### config.mk
export PLATFORM = sky130hd
export DESIGN_NAME = sdrc_top
export DESIGN_NICKNAME = d
export VERILOG_FILES = /design/src/rtl/sdrc_pkg.sv /design/src/rtl/sdrc_top.sv
export SDC_FILE = /design/constraint.sdc
export NUM_CORES = 1
export LEC_CHECK = 0
export BUFFER_PORTS_ARGS = -buffer_cell sky130_fd_sc_hd__buf_2
export CAP_MARGIN = 20
export CORE_UTILIZATION = 45
export CTS_CLUSTER_SIZE = 8
export DETAILED_ROUTE_END_ITERATION = 10
export PLACE_DENSITY = 0.79
export SYNTH_ARGS = -nofsm -noshare
export SYNTH_HDL_FRONTEND = slang
export SYNTH_SLANG_ARGS = --single-unit
### constraint.sdc
create_clock -name pclk -period 2.5 [get_ports pclk]
set_input_delay 0.625 -clock pclk [delete_from_list [all_inputs] [get_ports pclk]]
set_output_delay 0.625 -clock pclk [all_outputs]
set_load 0.01 [all_outputs]
### src/rtl/sdrc_pkg.sv
// constants, types and the register map for the reclocker control block
package sdrc_pkg;
  // ==========================================================
  // timing
  localparam int CLK_PERIOD_NS = 100;
  localparam int ACQ_TIME_MS = 15;
  localparam int LOSS_TIME_MS = 1;
  localparam int FLAG_DELAY_NS = 37;
  // two sync flops, the edge detector and a rate class that settles together with
  // the first transition all eat into the acquire and loss budgets
  localparam int SYNC_CYCLES = 4;
  // longest times round down; the flag delay is held to at least one cycle
  localparam int ACQ_CYCLES = ACQ_TIME_MS * 1000000 / CLK_PERIOD_NS;
  localparam int LOSS_CYCLES = LOSS_TIME_MS * 1000000 / CLK_PERIOD_NS;
  localparam int FLAG_DELAY_CYCLES =
    (FLAG_DELAY_NS / CLK_PERIOD_NS) < 1 ? 1 : FLAG_DELAY_NS / CLK_PERIOD_NS;
  localparam int CNT_W = 18;
  // ==========================================================
  // register map
  localparam logic [7:0] CTRL_OFFSET = 8'h00;
  localparam logic [7:0] STATUS_OFFSET = 8'h04;
  localparam int CTRL_SEL_LSB = 0;
  localparam int CTRL_SPEED_LSB = 2;
  localparam int CTRL_CLKMODE_BIT = 4;
  localparam int CTRL_MUTE_N_BIT = 5;
  localparam int CTRL_BYPASS_BIT = 6;
  localparam int STAT_LOCK_BIT = 0;
  localparam int STAT_LOWSPD_BIT = 1;
  localparam int STAT_BYPACT_BIT = 2;
  localparam int STAT_TEST_BIT = 3;
  localparam int STAT_RATE_LSB = 4;
  // reset values mirror the pin pull devices
  localparam logic [1:0] SEL_RESET = 2'h0;
  localparam logic [1:0] SPEED_RESET = 2'h0;
  localparam logic CLKMODE_RESET = 1'b0;
  localparam logic MUTE_N_RESET = 1'b1;
  localparam logic BYPASS_RESET = 1'b0;
  // ==========================================================
  // encodings
  typedef enum logic [1:0] {
    SDRC_SPD_AUTO = 2'b00,
    SDRC_SPD_SD = 2'b01,
    SDRC_SPD_HD = 2'b10,
    SDRC_SPD_TEST = 2'b11
  } sdrc_speed_t;
  // rate class reported by the analog detector for the selected lane
  typedef enum logic [1:0] {
    SDRC_RC_NONE = 2'b00,
    SDRC_RC_SD = 2'b01,
    SDRC_RC_HD = 2'b10,
    SDRC_RC_UNSUP = 2'b11
  } sdrc_rate_t;
endpackage

### src/rtl/sdrc_top.sv
// reclocker control: lock timing, input and mode select, muting, apb registers
`timescale 1ns/1ps
module sdrc_top #(
  parameter int ACQ_CYC = sdrc_pkg::ACQ_CYCLES,
  parameter int LOSS_CYC = sdrc_pkg::LOSS_CYCLES
) (
  input wire logic pclk,
  input wire logic presetn,
  input wire logic psel,
  input wire logic penable,
  input wire logic pwrite,
  input wire logic [7:0] paddr,
  input wire logic [31:0] pwdata,
  output logic [31:0] prdata,
  output logic pready,
  output logic pslverr,
  input wire logic [3:0] serial_in_lanes,
  input wire logic [1:0] lane_rate_class,
  output logic primary_serial_out_p,
  output logic primary_serial_out_n,
  output logic second_serial_out_p,
  output logic second_serial_out_n,
  output logic lock_detect,
  output logic low_speed_flag,
  output logic bypass_active
);
  import sdrc_pkg::*;

  // ==========================================================
  // state
  typedef struct packed {
    logic [3:0] lane_s1;
    logic [3:0] lane_s2;
    logic lane_q;
    logic [1:0] rc_s1;
    logic [1:0] rc_s2;
    logic [1:0] rc_q;
    logic [1:0] sel;
    logic [1:0] speed;
    logic clk_mode;
    logic mute_n;
    logic force_bp;
    logic acq_on;
    logic [CNT_W-1:0] acq_cnt;
    logic [CNT_W-1:0] idle_cnt;
    logic lock;
    logic low_speed;
    logic bp_act;
    logic clk_tgl;
    logic p_p;
    logic p_n;
    logic s_p;
    logic s_n;
    logic [31:0] prdata;
    logic pready;
    logic pslverr;
  } sdrc_state_t;

  // counters end early so lock and loss land inside their windows as seen at the pins
  localparam logic [CNT_W-1:0] ACQ_LAST = CNT_W'(ACQ_CYC - SYNC_CYCLES);
  localparam logic [CNT_W-1:0] LOSS_LAST = CNT_W'(LOSS_CYC - SYNC_CYCLES);

  sdrc_state_t state_reg;
  sdrc_state_t state_next;
  logic cur_bit;
  logic edge_seen;
  logic rate_ok;
  logic rate_changed;
  logic dead;
  logic drop;
  logic unmapped;
  logic ctrl_wr;

  // ==========================================================
  // next state
  always_comb
  begin
    state_next = state_reg;
    // first sync stage feeds only the second
    state_next.lane_s1 = serial_in_lanes;
    state_next.lane_s2 = state_reg.lane_s1;
    state_next.rc_s1 = lane_rate_class;
    state_next.rc_s2 = state_reg.rc_s1;
    state_next.rc_q = state_reg.rc_s2;

    // lane routing by input choice code
    cur_bit = state_reg.lane_s2[state_reg.sel];
    edge_seen = cur_bit != state_reg.lane_q;
    state_next.lane_q = cur_bit;
    rate_changed = state_reg.rc_s2 != state_reg.rc_q;

    // acceptable rate per speed code; harmonics and odd rates are unsupported
    case (state_reg.speed)
      SDRC_SPD_AUTO: rate_ok = state_reg.rc_s2 == SDRC_RC_SD
        || state_reg.rc_s2 == SDRC_RC_HD;
      SDRC_SPD_SD: rate_ok = state_reg.rc_s2 == SDRC_RC_SD;
      SDRC_SPD_HD: rate_ok = state_reg.rc_s2 == SDRC_RC_HD;
      default: rate_ok = 1'b0;
    endcase

    // activity watchdog: silence for the loss window counts as input change
    if (edge_seen)
      state_next.idle_cnt = '0;
    else if (state_reg.idle_cnt != LOSS_LAST)
      state_next.idle_cnt = state_reg.idle_cnt + 1'b1;
    dead = state_reg.idle_cnt == LOSS_LAST;

    // every reason to be unlocked except a control write that changes lane or speed; unsupported rates never reach lock
    drop = state_reg.force_bp || !rate_ok || rate_changed || dead;

    // acquisition counts from the first transition
    if (drop)
    begin
      state_next.acq_on = 1'b0;
      state_next.acq_cnt = '0;
      state_next.lock = 1'b0;
    end
    else if (!state_reg.acq_on && !state_reg.lock)
    begin
      if (edge_seen)
      begin
        state_next.acq_on = 1'b1;
        state_next.acq_cnt = CNT_W'(1);
      end
    end
    else if (state_reg.acq_on)
    begin
      state_next.acq_cnt = state_reg.acq_cnt + 1'b1;
      if (state_reg.acq_cnt == ACQ_LAST)
      begin
        state_next.acq_on = 1'b0;
        state_next.lock = 1'b1;
      end
    end

    // rate flag follows lock by one clock, low while unlocked
    state_next.low_speed = state_reg.lock && state_reg.rc_q == SDRC_RC_SD;

    // forced, or automatic while unlocked or unsupported
    state_next.bp_act = state_reg.force_bp || !state_reg.lock;

    // stand-in for the recovered clock, centred by the analog loop
    state_next.clk_tgl = !state_reg.clk_tgl;

    // outputs: mute wins over everything, static with legs opposite
    if (!state_reg.mute_n)
    begin
      state_next.p_p = 1'b0;
      state_next.p_n = 1'b1;
      state_next.s_p = 1'b0;
      state_next.s_n = 1'b1;
    end
    else
    begin
      state_next.p_p = cur_bit;
      state_next.p_n = !cur_bit;
      if (!state_reg.clk_mode)
      begin
        state_next.s_p = cur_bit;
        state_next.s_n = !cur_bit;
      end
      else if (state_reg.bp_act)
      begin
        // no valid clock under bypass, so hold it quiet
        state_next.s_p = 1'b0;
        state_next.s_n = 1'b1;
      end
      else
      begin
        state_next.s_p = state_reg.clk_tgl;
        state_next.s_n = !state_reg.clk_tgl;
      end
    end

    // apb: answer one cycle into the access phase
    unmapped = paddr != CTRL_OFFSET && paddr != STATUS_OFFSET;
    ctrl_wr = psel && penable && state_reg.pready && pwrite && !state_reg.pslverr
      && paddr == CTRL_OFFSET;
    if (psel && penable && !state_reg.pready)
    begin
      state_next.pready = 1'b1;
      state_next.pslverr = unmapped || (pwrite && paddr == STATUS_OFFSET);
      state_next.prdata = '0;
      if (!pwrite && paddr == CTRL_OFFSET)
      begin
        state_next.prdata[CTRL_SEL_LSB +: 2] = state_reg.sel;
        state_next.prdata[CTRL_SPEED_LSB +: 2] = state_reg.speed;
        state_next.prdata[CTRL_CLKMODE_BIT] = state_reg.clk_mode;
        state_next.prdata[CTRL_MUTE_N_BIT] = state_reg.mute_n;
        state_next.prdata[CTRL_BYPASS_BIT] = state_reg.force_bp;
      end
      else if (!pwrite && paddr == STATUS_OFFSET)
      begin
        state_next.prdata[STAT_LOCK_BIT] = state_reg.lock;
        state_next.prdata[STAT_LOWSPD_BIT] = state_reg.low_speed;
        state_next.prdata[STAT_BYPACT_BIT] = state_reg.bp_act;
        state_next.prdata[STAT_TEST_BIT] = state_reg.speed == SDRC_SPD_TEST;
        state_next.prdata[STAT_RATE_LSB +: 2] = state_reg.rc_q;
      end
    end
    else
    begin
      state_next.pready = 1'b0;
      state_next.pslverr = 1'b0;
    end

    // control write lands on the completing edge; a new lane or mode relocks
    if (ctrl_wr)
    begin
      state_next.sel = pwdata[CTRL_SEL_LSB +: 2];
      state_next.speed = pwdata[CTRL_SPEED_LSB +: 2];
      state_next.clk_mode = pwdata[CTRL_CLKMODE_BIT];
      state_next.mute_n = pwdata[CTRL_MUTE_N_BIT];
      state_next.force_bp = pwdata[CTRL_BYPASS_BIT];
      if (pwdata[CTRL_SEL_LSB +: 2] != state_reg.sel
        || pwdata[CTRL_SPEED_LSB +: 2] != state_reg.speed)
      begin
        state_next.lock = 1'b0;
        state_next.acq_on = 1'b0;
        state_next.acq_cnt = '0;
      end
    end
  end

  // ==========================================================
  // registers; reset values match the pin pull devices
  always_ff @(posedge pclk or negedge presetn)
  begin
    if (!presetn)
    begin
      state_reg <= '0;
      state_reg.sel <= SEL_RESET;
      state_reg.speed <= SPEED_RESET;
      state_reg.clk_mode <= CLKMODE_RESET;
      state_reg.mute_n <= MUTE_N_RESET;
      state_reg.force_bp <= BYPASS_RESET;
      state_reg.bp_act <= 1'b1;
      state_reg.p_n <= 1'b1;
      state_reg.s_n <= 1'b1;
    end
    else
      state_reg <= state_next;
  end

  assign prdata = state_reg.prdata;
  assign pready = state_reg.pready;
  assign pslverr = state_reg.pslverr;
  assign primary_serial_out_p = state_reg.p_p;
  assign primary_serial_out_n = state_reg.p_n;
  assign second_serial_out_p = state_reg.s_p;
  assign second_serial_out_n = state_reg.s_n;
  assign lock_detect = state_reg.lock;
  assign low_speed_flag = state_reg.low_speed;
  assign bypass_active = state_reg.bp_act;

  // ==========================================================
  // checks
  property p_bypass_unlock;
    @(posedge pclk) disable iff (!presetn)
    state_reg.force_bp |=> !lock_detect;
  endproperty
  a_bypass_unlock: assert property (p_bypass_unlock)
    else $error("lock high under forced bypass");

  property p_flag_low;
    @(posedge pclk) disable iff (!presetn)
    !lock_detect |=> !low_speed_flag;
  endproperty
  a_flag_low: assert property (p_flag_low)
    else $error("rate flag high while unlocked");

  property p_flag_delay;
    @(posedge pclk) disable iff (!presetn)
    $rose(lock_detect) && state_reg.rc_q == SDRC_RC_SD ##1 lock_detect |-> low_speed_flag;
  endproperty
  a_flag_delay: assert property (p_flag_delay)
    else $error("rate flag late after lock");

  property p_mute;
    @(posedge pclk) disable iff (!presetn)
    !state_reg.mute_n |=> !primary_serial_out_p && primary_serial_out_n
      && !second_serial_out_p && second_serial_out_n;
  endproperty
  a_mute: assert property (p_mute)
    else $error("output not muted");

  property p_mute_static;
    @(posedge pclk) disable iff (!presetn)
    !state_reg.mute_n [*3] |-> $stable(primary_serial_out_p) && $stable(second_serial_out_p);
  endproperty
  a_mute_static: assert property (p_mute_static)
    else $error("muted output toggles");

  property p_clk_bypass;
    @(posedge pclk) disable iff (!presetn)
    state_reg.mute_n && state_reg.clk_mode && bypass_active
      |=> !second_serial_out_p && second_serial_out_n;
  endproperty
  a_clk_bypass: assert property (p_clk_bypass)
    else $error("clock output live in bypass");

  property p_unsup;
    @(posedge pclk) disable iff (!presetn)
    state_reg.rc_s2 == SDRC_RC_UNSUP |=> !lock_detect ##1 bypass_active;
  endproperty
  a_unsup: assert property (p_unsup)
    else $error("locked or not bypassed at unsupported rate");

  property p_mode_rate;
    @(posedge pclk) disable iff (!presetn)
    lock_detect && state_reg.speed == SDRC_SPD_SD |-> state_reg.rc_q == SDRC_RC_SD;
  endproperty
  a_mode_rate: assert property (p_mode_rate)
    else $error("locked at rate outside fixed mode");

  property p_sel_drop;
    @(posedge pclk) disable iff (!presetn)
    $changed(state_reg.sel) |-> !lock_detect;
  endproperty
  a_sel_drop: assert property (p_sel_drop)
    else $error("lock held across input change");

  property p_data_copy;
    @(posedge pclk) disable iff (!presetn)
    state_reg.mute_n && !state_reg.clk_mode
      |=> second_serial_out_p == primary_serial_out_p;
  endproperty
  a_data_copy: assert property (p_data_copy)
    else $error("second output not a data copy");

  property p_acq_start;
    @(posedge pclk) disable iff (!presetn)
    $rose(lock_detect) |-> $past(state_reg.acq_on);
  endproperty
  a_acq_start: assert property (p_acq_start)
    else $error("lock rose without a running acquisition");

  property p_lock_rate;
    @(posedge pclk) disable iff (!presetn)
    lock_detect |-> state_reg.rc_q == SDRC_RC_SD || state_reg.rc_q == SDRC_RC_HD;
  endproperty
  a_lock_rate: assert property (p_lock_rate)
    else $error("locked at an unsupported rate");

  property p_test_unlock;
    @(posedge pclk) disable iff (!presetn)
    state_reg.speed == SDRC_SPD_TEST |=> !lock_detect;
  endproperty
  a_test_unlock: assert property (p_test_unlock)
    else $error("locked in test mode");

  property p_retime;
    @(posedge pclk) disable iff (!presetn)
    lock_detect && !state_reg.force_bp |=> !bypass_active;
  endproperty
  a_retime: assert property (p_retime)
    else $error("bypassed while locked");

  property p_flag_hd;
    @(posedge pclk) disable iff (!presetn)
    lock_detect && state_reg.rc_q == SDRC_RC_HD |=> !low_speed_flag;
  endproperty
  a_flag_hd: assert property (p_flag_hd)
    else $error("rate flag high at the fast rates");

  property p_clk_toggle;
    @(posedge pclk) disable iff (!presetn)
    (state_reg.mute_n && state_reg.clk_mode && !bypass_active) [*2]
      |=> second_serial_out_p != $past(second_serial_out_p);
  endproperty
  a_clk_toggle: assert property (p_clk_toggle)
    else $error("clock output not toggling");

  property p_silence;
    @(posedge pclk) disable iff (!presetn)
    state_reg.idle_cnt == LOSS_LAST |=> !lock_detect;
  endproperty
  a_silence: assert property (p_silence)
    else $error("lock held through a silent input");
endmodule

Word level (Yosys, flattened, before mapping):

Index checks and enable logic that the tools add are counted.

* eq/ne operators: 15
* order comparisons: 1
* $add $sub $neg: 2
* multiplexer cells: 25
* reductions and logical operators: 31

Operators with widths (number)
* $mux W19: 6
* $add A18 B1 Y18 const B: 2
* $mux W18: 2
* $eq A18 B14 Y1 const B: 1
* $eq A18 B18 Y1 const B: 1
* $ne A18 B14 Y1 const B: 1
* $logic_and A1 B1 Y1: 12
* $mux W6: 2
* $mux W1: 9
* $eq A8 B3 Y1 const B: 1
* $logic_not A1 Y1: 8
* $logic_not A8 Y1: 1
* $ne A8 B3 Y1 const B: 1
* $reduce_bool A8 Y1: 1
* $logic_or A1 B1 Y1: 7
* $eq A2 B1 Y1 const B: 3
* $eq A2 B2 Y1 const B: 3
* $mux W2: 3
* $ne A2 B2 Y1: 3
* $mux W4: 1
* $lt A2 B3 Y1 const B: 1
* $pmux W1 S3: 1
* $bmux W1 S2: 1
* $logic_not A2 Y1: 1
* 2 further kinds: 2

* logic and storage cells: 99
* output and inout bits: 41
* input bits: 51
* flip-flop bits (word level): 76

Depth between registers and ports, before layout:

Gate-level depths: netlist (run 1).

* depth in word-level cells: 10
* mapped depth: 8

Least setup slack after synthesis (run 1):

Ideal clock, no wire load.

* path kind: input port to flip-flop
* start: input paddr[5]
* end: register state_reg[74] (netlist name)
* setup time: 0.119 ns
* path buffers: 1
* slack: 0.294 ns
* data required time: 2.381 ns
* arrival time: 2.087 ns
* cell stages on the path: 6
* cell sequence: or4_4 -> nor3_1 -> nand2_1 -> o2111ai_2 -> buf_4 -> o21ba_1

RTL lines
* from (decl): RTL line sdrc_top.sv:12 `input wire logic [7:0] paddr,`
* to (signal assigned): RTL line sdrc_top.sv:242 `state_reg <= state_next;`
* to (decl): RTL line sdrc_top.sv:63 `sdrc_state_t state_reg;`

==> impl_results.md, run 1 <==
* Top Ports at 92
* Height of the die at 93.1 µm
* Final Net Count at 465
* Cts hold-fix bufs at 0
* Fillers at 693
* Routed wire per std cell at 13.7 µm
* Violation count after the first detailed-route iteration at 132
* DRC violation count after routing at 0
* Largest family of logic cells by synthesized area: simple AND/OR/NAND/NOR gates
* RSZ-0062 raised after global routing: false
* Placeable core region at 0.00789 mm²
* Clock buffers created by TritonCTS at 9
* Post-DP HPWL at 5060 µm
* Startpoint class of the critical path: flip-flop
* Top cell type by total area after synthesis: dfrtp_1
* Max transition margin at 57.2%
* Area growth from synthesis to final layout at 11.9%
* Skew-Pair Late Insertion Delay at 350 ps
* H-tree depth at 3
* Final number of max-transition violations at 0
* Clock period minus worst slack at 2130 ps
* Share of post-route cells with drive strength above 1 at 22.8%
* Maxcap violations at 0
* Hold Slack at 243 ps
* I/O Buffers at 41
* Number of antenna violations at the first check in global routing at 0
* Post-detailed-route count of antenna-violating nets at 0
* Yosys synthesis warning count at 0
* Number of cells produced by synthesis at 363
* FFs w/ async S/R, synth at 100%
* Crit Path Max Fanout at 11
* Accumulated negative setup slack at 0 ps
* Top-area cell type share of the netlist area at 48.2%
* Post-Place Worst Slack at 223 ps
* Post-route clock skew at 9.63 ps
* Arrival time at the worst endpoint at 2350 ps
* Launch point of the worst path: state_reg[46]
* Critical path class: reg -> reg
* Worst slew pin tran at 636 ps
* Register area at 0.00191 mm²
* Top area cells in the synthesized netlist: dfrtp_1 48%, buf_4 6.6%, nor2_1 3.4%, xor2_1 3.3%, dfstp_2 2.8%
* Ant diodes at 0
* CTS clk-pin slew, worst paths at 80 ps
* Fraction of the yosys area taken by sequential cells at 51.1%
* Effective utilization at floorplan at 47.4%
* Flip-flop cell with the highest count after synthesis: dfrtp_1
* Overall Global Routing Usage at 18.5%
* Basic-gate share of the synthesized area counting and, or, nand and nor cells at 21.8%
* Vias in the first global route at 2673
* Average footprint of a synthesized cell at 10.3 µm²
* Ratio of routed vias to standard cells at 5.21
* First-pass iteration count of the detailed router at 4
* Static Leakage at 1.93 nW
* Post-cts resize count at 0
* Pin count of the biggest net entering global routing at 41
* Combined area of the multi-input logic cells at 0.00158 mm²
* Worst IR Drop VDD at 0.000306 V
* Final worst slack at 372 ps
* Site Rows at 32
* Register bit count reported by yosys at 76
* Flip-flop count of the largest register after layout at 52
* Highest Clock Rate at 470 MHz
* Number of sinks on the clock net at 76
* Xor/xnor share of the synthesized area at 5.36%
* Deepest clock path buffer count at 2
* Class of the most critical hold timing path: in -> async
* Total of endpoints with negative setup slack in the final report at 0
* Unique cell type count in the Yosys netlist at 48
* Power density over the cells at 596 mW/mm²
* Fraction of the mapped netlist area in adder cells at 2.01%
* Synthesized-area fraction occupied by ao, oa, aoi and oai cells at 6.80%
* Count of final hold-check violations at 0
* Post-synth EDFFs at 0
* Setup fix buffers added after clock tree synthesis at 0
* Power Total at 2.49 mW
* Overflow left after global routing at 0
* Worst endpoint required time at 2720 ps
* Via count at 2685
* Result of the run: finished clean
* Crit end category: flip-flop
* Filler-free cell count of the finished design at 515
* Total wire length at 7040 µm
* Cell area after synthesis at 0.00373 mm²
* Clock root buffer: clkbuf_8
* Global-route wire length before repair at 12300 µm
* Area of the die at 0.00867 mm²
* Post-route fraction of the period consumed by the critical path at 85.1%
* Die extent in x at 93.1 µm
* Count of placed standard cells including taps at 499
* Mux contribution to synthesized area at 3.82%
* TritonCTS clock tree: built
* Origin of the critical flop-to-flop path: state_reg[46]
* Routability congestion estimate at 0.892
-- per-stage QoR --
| step | area [µm²] | util (%) |
|---|---|---|
| 6_report | 4180 | 53.0 |
| 5_1_grt | 4180 | 53.0 |
| 4_1_cts | 4180 | 53.0 |
| 3_5_place_dp | 3960 | 50.2 |
| 3_3_place_gp | 3960 | 50.2 |
| 2_1_floorplan | 3820 | - |
-- where the power goes --
part	total (mW)	internal, mW	switching [mW]
combinational	0.176	0.0610	0.115
sequential	1.28	1.25	0.0226
clock	1.04	0.589	0.453
total	2.49	1.90	0.590
-- path summary, 6_finish.rpt --
check / end / slack, ps / depth (start not counted)
worst max register to register: state_reg[60] / 370 / 6
max in group asynchronous: state_reg[80] / 1630 / 2
worst max-delay path: state_reg[60] / 370 / 6
worst min register to register: state_reg[94] / 350 / 0
min in group pclk: state_reg[94] / 350 / 0
worst min-delay path: state_reg[69] / 240 / 1
-- logic make-up after synthesis --
group	Yosys count
AND/OR/NAND/NOR	150
buffers and inverters	55
adder cells (fa/ha/maj)	6
AO/OA/AOI/OAI	41
XOR/XNOR	22
flip-flops	76
multiplexers	12
other	1
-- worst max-delay path, stage by stage, from the launching register on --
cell and delay (ps):
dfrtp_1 410, nor4b_1 340, nand4_1 210, or4_4 610
o2111ai_2 140, buf_4 230, a211oi_1 70
-- routing by layer --
layer	up-vias	GRT usage (%)	part of all wire [%]
met5	-	0	0
met4	0	8.33	2.4
met3	17	4.96	4.1
met2	73	30.1	49
met1	1304	23.1	44
li1	1291	-	-
-- cells in the mapped netlist, drive strengths merged (3+ instances only) --
| cell type | n |
|---|---|
| nor4 | 6 |
| nand3 | 15 |
| xnor2 | 7 |
| mux2i | 3 |
| nand4 | 14 |
| or2 | 9 |
| inv | 16 |
| nor4b | 4 |
| and3 | 4 |
| o21ai | 8 |
| ha | 6 |
| nor2 | 34 |
| a22oi | 5 |
| nand2 | 27 |
| mux2 | 8 |
| a21oi | 18 |
| dfstp | 4 |
| xor2 | 15 |
| nand2b | 3 |
| nand3b | 3 |
| or3 | 7 |
| buf | 38 |
| nor3 | 13 |
| dfrtp | 72 |
-- layout by cell type (no fill, tap or decap), types with 8 or more instances in the layout --
cell / netlist / final
dfrtp_1: 72 / 72
buf_2: 5 / 40
nor2_1: 34 / 34
nand2_1: 27 / 27
conb_1: 1 / 25
a21oi_1: 18 / 18
inv_1: 16 / 16
nand3_1: 15 / 15
nand4_1: 14 / 14
xor2_1: 14 / 14
nor3_1: 13 / 13
clkbuf_8: 0 / 10
or2_2: 9 / 9
o21ai_0: 8 / 8
buf_4: 33 / 8
-- final cells by class --
type | count | area share, %
clock buffer | 10 | 3.29
clock inverter | 6 | 2.07
inverter | 16 | 1.44
multi-input combinational | 256 | 37.8
sequential | 76 | 45.6
tap | 102 | 3.05
timing repair buffer | 49 | 6.70
Power figures use the tool's default switching activity.
==> inputs of run 2 (changes only) <==
Settings changed: CTS_BUF_LIST from default to sky130_fd_sc_hd__clkbuf_16.
==> run 2 against run 1 <==
Clock power grew 31%; critical path depth unchanged; non-clock buffer count stayed put; first-iteration DRC count down 6.1%; largest cell class unchanged.
==> impl_results.md, run 2 (same netlist as run 1, synthesis figures left out) <==
* Arrival time at the worst endpoint at 2330 ps (-20 ps)
* Clock buffers created by TritonCTS at 9 (unchanged)
* Worst-case reg-to-reg path depth at 6 (unchanged)
* Clock period minus worst slack at 2130 ps (-2.00 ps)
* Via count at 2704 (+0.71%)
* Most common library cell in the layout ignoring fill and taps: dfrtp_1
* CTS clk-pin slew, worst paths at 60 ps (-20 ps)
* Slowest cell on the critical path: or4_4
* Post-detailed-route count of antenna-violating nets at 0 (unchanged)
* Maximum cell stage delay along the critical path at 610 ps (about the same)
* Crit end category: flip-flop
* Site Rows at 32 (unchanged)
* Number of antenna violations at the first check in global routing at 0 (unchanged)
* DRC violation count after routing at 0 (unchanged)
* Skew-Pair Late Insertion Delay at 330 ps (-20 ps)
* Post-DP HPWL at 5060 µm (unchanged)
* Static Leakage at 1.97 nW (+2.1%)
* Ratio of routed vias to standard cells at 5.25 (+0.71%)
* Global-route wire length before repair at 12600 µm (+2.5%)
* Filler-free cell count of the finished design at 515 (unchanged)
* Violation count after the first detailed-route iteration at 124 (-6.1%)
* Highest Clock Rate at 470 MHz (about the same)
* Post-cts resize count at 0 (unchanged)
* List of cells traversed by the critical path: nor4b_1 > nand4_1 > or4_4 > o2111ai_2 > buf_4 > a211oi_1
* RSZ-0062 raised after global routing: false
* Critical path class: reg -> reg
* Die extent in x at 93.1 µm (unchanged)
* Total wire length at 7190 µm (+2.1%)
* Count of placed standard cells including taps at 499 (unchanged)
* Worst endpoint required time at 2700 ps (-20 ps)
* Worst IR Drop VDD at 0.000456 V (+49%)
* First-pass iteration count of the detailed router at 4 (unchanged)
* Overall Global Routing Usage at 19.1% (+0.58 points)
* Ant diodes at 0 (unchanged)
* Overflow left after global routing at 0 (unchanged)
* I/O Buffers at 41 (unchanged)
* Most frequent cells in the layout: 72 x dfrtp_1, 40 x buf_2, 34 x nor2_1
* H-tree depth at 3 (unchanged)
* Height of the die at 93.1 µm (unchanged)
* Area of the die at 0.00867 mm² (unchanged)
* Deepest clock path buffer count at 2 (unchanged)
* Hold Slack at 259 ps (+16.7 ps)
* Startpoint class of the critical path: flip-flop
* Number of sinks on the clock net at 76 (unchanged)
* Class of the most critical hold timing path: in -> async
* Cts hold-fix bufs at 0 (unchanged)
* Result of the run: finished clean
* Final number of max-transition violations at 0 (unchanged)
* Pin count of the biggest net entering global routing at 41 (unchanged)
* Area growth from synthesis to final layout at 14.4%
* Vias in the first global route at 2694 (+0.79%)
* Crit Path Max Fanout at 11 (unchanged)
* Total of endpoints with negative setup slack in the final report at 0 (unchanged)
* Post-route clock skew at 5.25 ps (-4.39 ps)
* R2R Setup Slk at 370 ps (about the same)
* Routability congestion estimate at 0.892 (unchanged)
* Origin of the critical flop-to-flop path: state_reg[46]
* Effective utilization at floorplan at 47.4% (unchanged)
* Share of post-route cells with drive strength above 1 at 22.5% (-0.24 points)
* Accumulated negative setup slack at 0 ps (unchanged)
* Clock root buffer: clkbuf_16
* TritonCTS clock tree: built
* Routed wire per std cell at 14.0 µm (+2.1%)
* Max transition margin at 54.5% (-2.7 points)
* Setup fix buffers added after clock tree synthesis at 0 (unchanged)
* Reg-to-reg endpoint: state_reg[60]
* Count of final hold-check violations at 0 (unchanged)
* Power density over the cells at 660 mW/mm² (+11%)
* Placeable core region at 0.00789 mm² (unchanged)
* Flip-flop count of the largest register after layout at 52 (unchanged)
* Worst slew pin tran at 676 ps (+40.0 ps)
* Post-route fraction of the period consumed by the critical path at 85.0% (about the same)
* Maxcap violations at 0 (unchanged)
* Top Ports at 92 (unchanged)
* Final Net Count at 465 (unchanged)
run 2: final cells by class:
type	instances	area, µm²
fill	681	3620
sequential	76	1910
multi-input combinational	256	1580
timing repair buffer	49	280
clock buffer	9	225
tap	102	128
clock inverter	7	90.1
inverter	16	60.1
run 2: worst max path at each step:
stage | slack, ps | depth (start not counted) | startpoint | to
detailed placement | 220 | 7 | paddr[5] | state_reg[60]
floorplan | 290 | 6 | paddr[5] | state_reg[74]
global placement | 250 | 7 | paddr[5] | state_reg[60]
finish | 370 | 6 | state_reg[46] | state_reg[60]
CTS | 370 | 6 | state_reg[46] | state_reg[60]
global route | 280 | 6 | state_reg[46] | state_reg[60]
run 2: report_power, final:
group | switching [mW] | leakage [nW] | total, mW | internal, mW
Sequential | 0.0234 | 1.00 | 1.28 | 1.26
Combinational | 0.116 | 0.809 | 0.177 | 0.0610
Clock | 0.495 | 0.153 | 1.36 | 0.869
Total | 0.634 | 1.97 | 2.82 | 2.19
run 2: critical path, delay by kind of cell (launching register included):
kind | cells | cell delay, ps
AOI/OAI and AO/OA | 2 | 210
and+or+nand+nor | 3 | 1150
DFF | 1 | 400
buffers and inverters | 1 | 230
run 2: per-stage QoR:
| step | utilization, % | area, µm² | total power, mW | setup WS, ps |
|---|---|---|---|---|
| global placement | 50.2 | 3960 | 1.47 | 248 |
| floorplan | - | 3820 | 1.42 | 294 |
| detailed placement | 50.2 | 3960 | 1.48 | 223 |
| global route | 54.2 | 4270 | 2.95 | 279 |
| finish | 54.2 | 4270 | 2.82 | 374 |
| CTS | 54.2 | 4270 | 2.85 | 369 |
run 2: layer usage:
layer | global-route usage (%) | vias up | wire length [µm]
met1 | 24.0 | 1329 | 3160
met4 | 7.56 | 0 | 141
met2 | 31.3 | 63 | 3600
met5 | 0 | - | 0
met3 | 5.12 | 15 | 282
li1 | - | 1297 | -
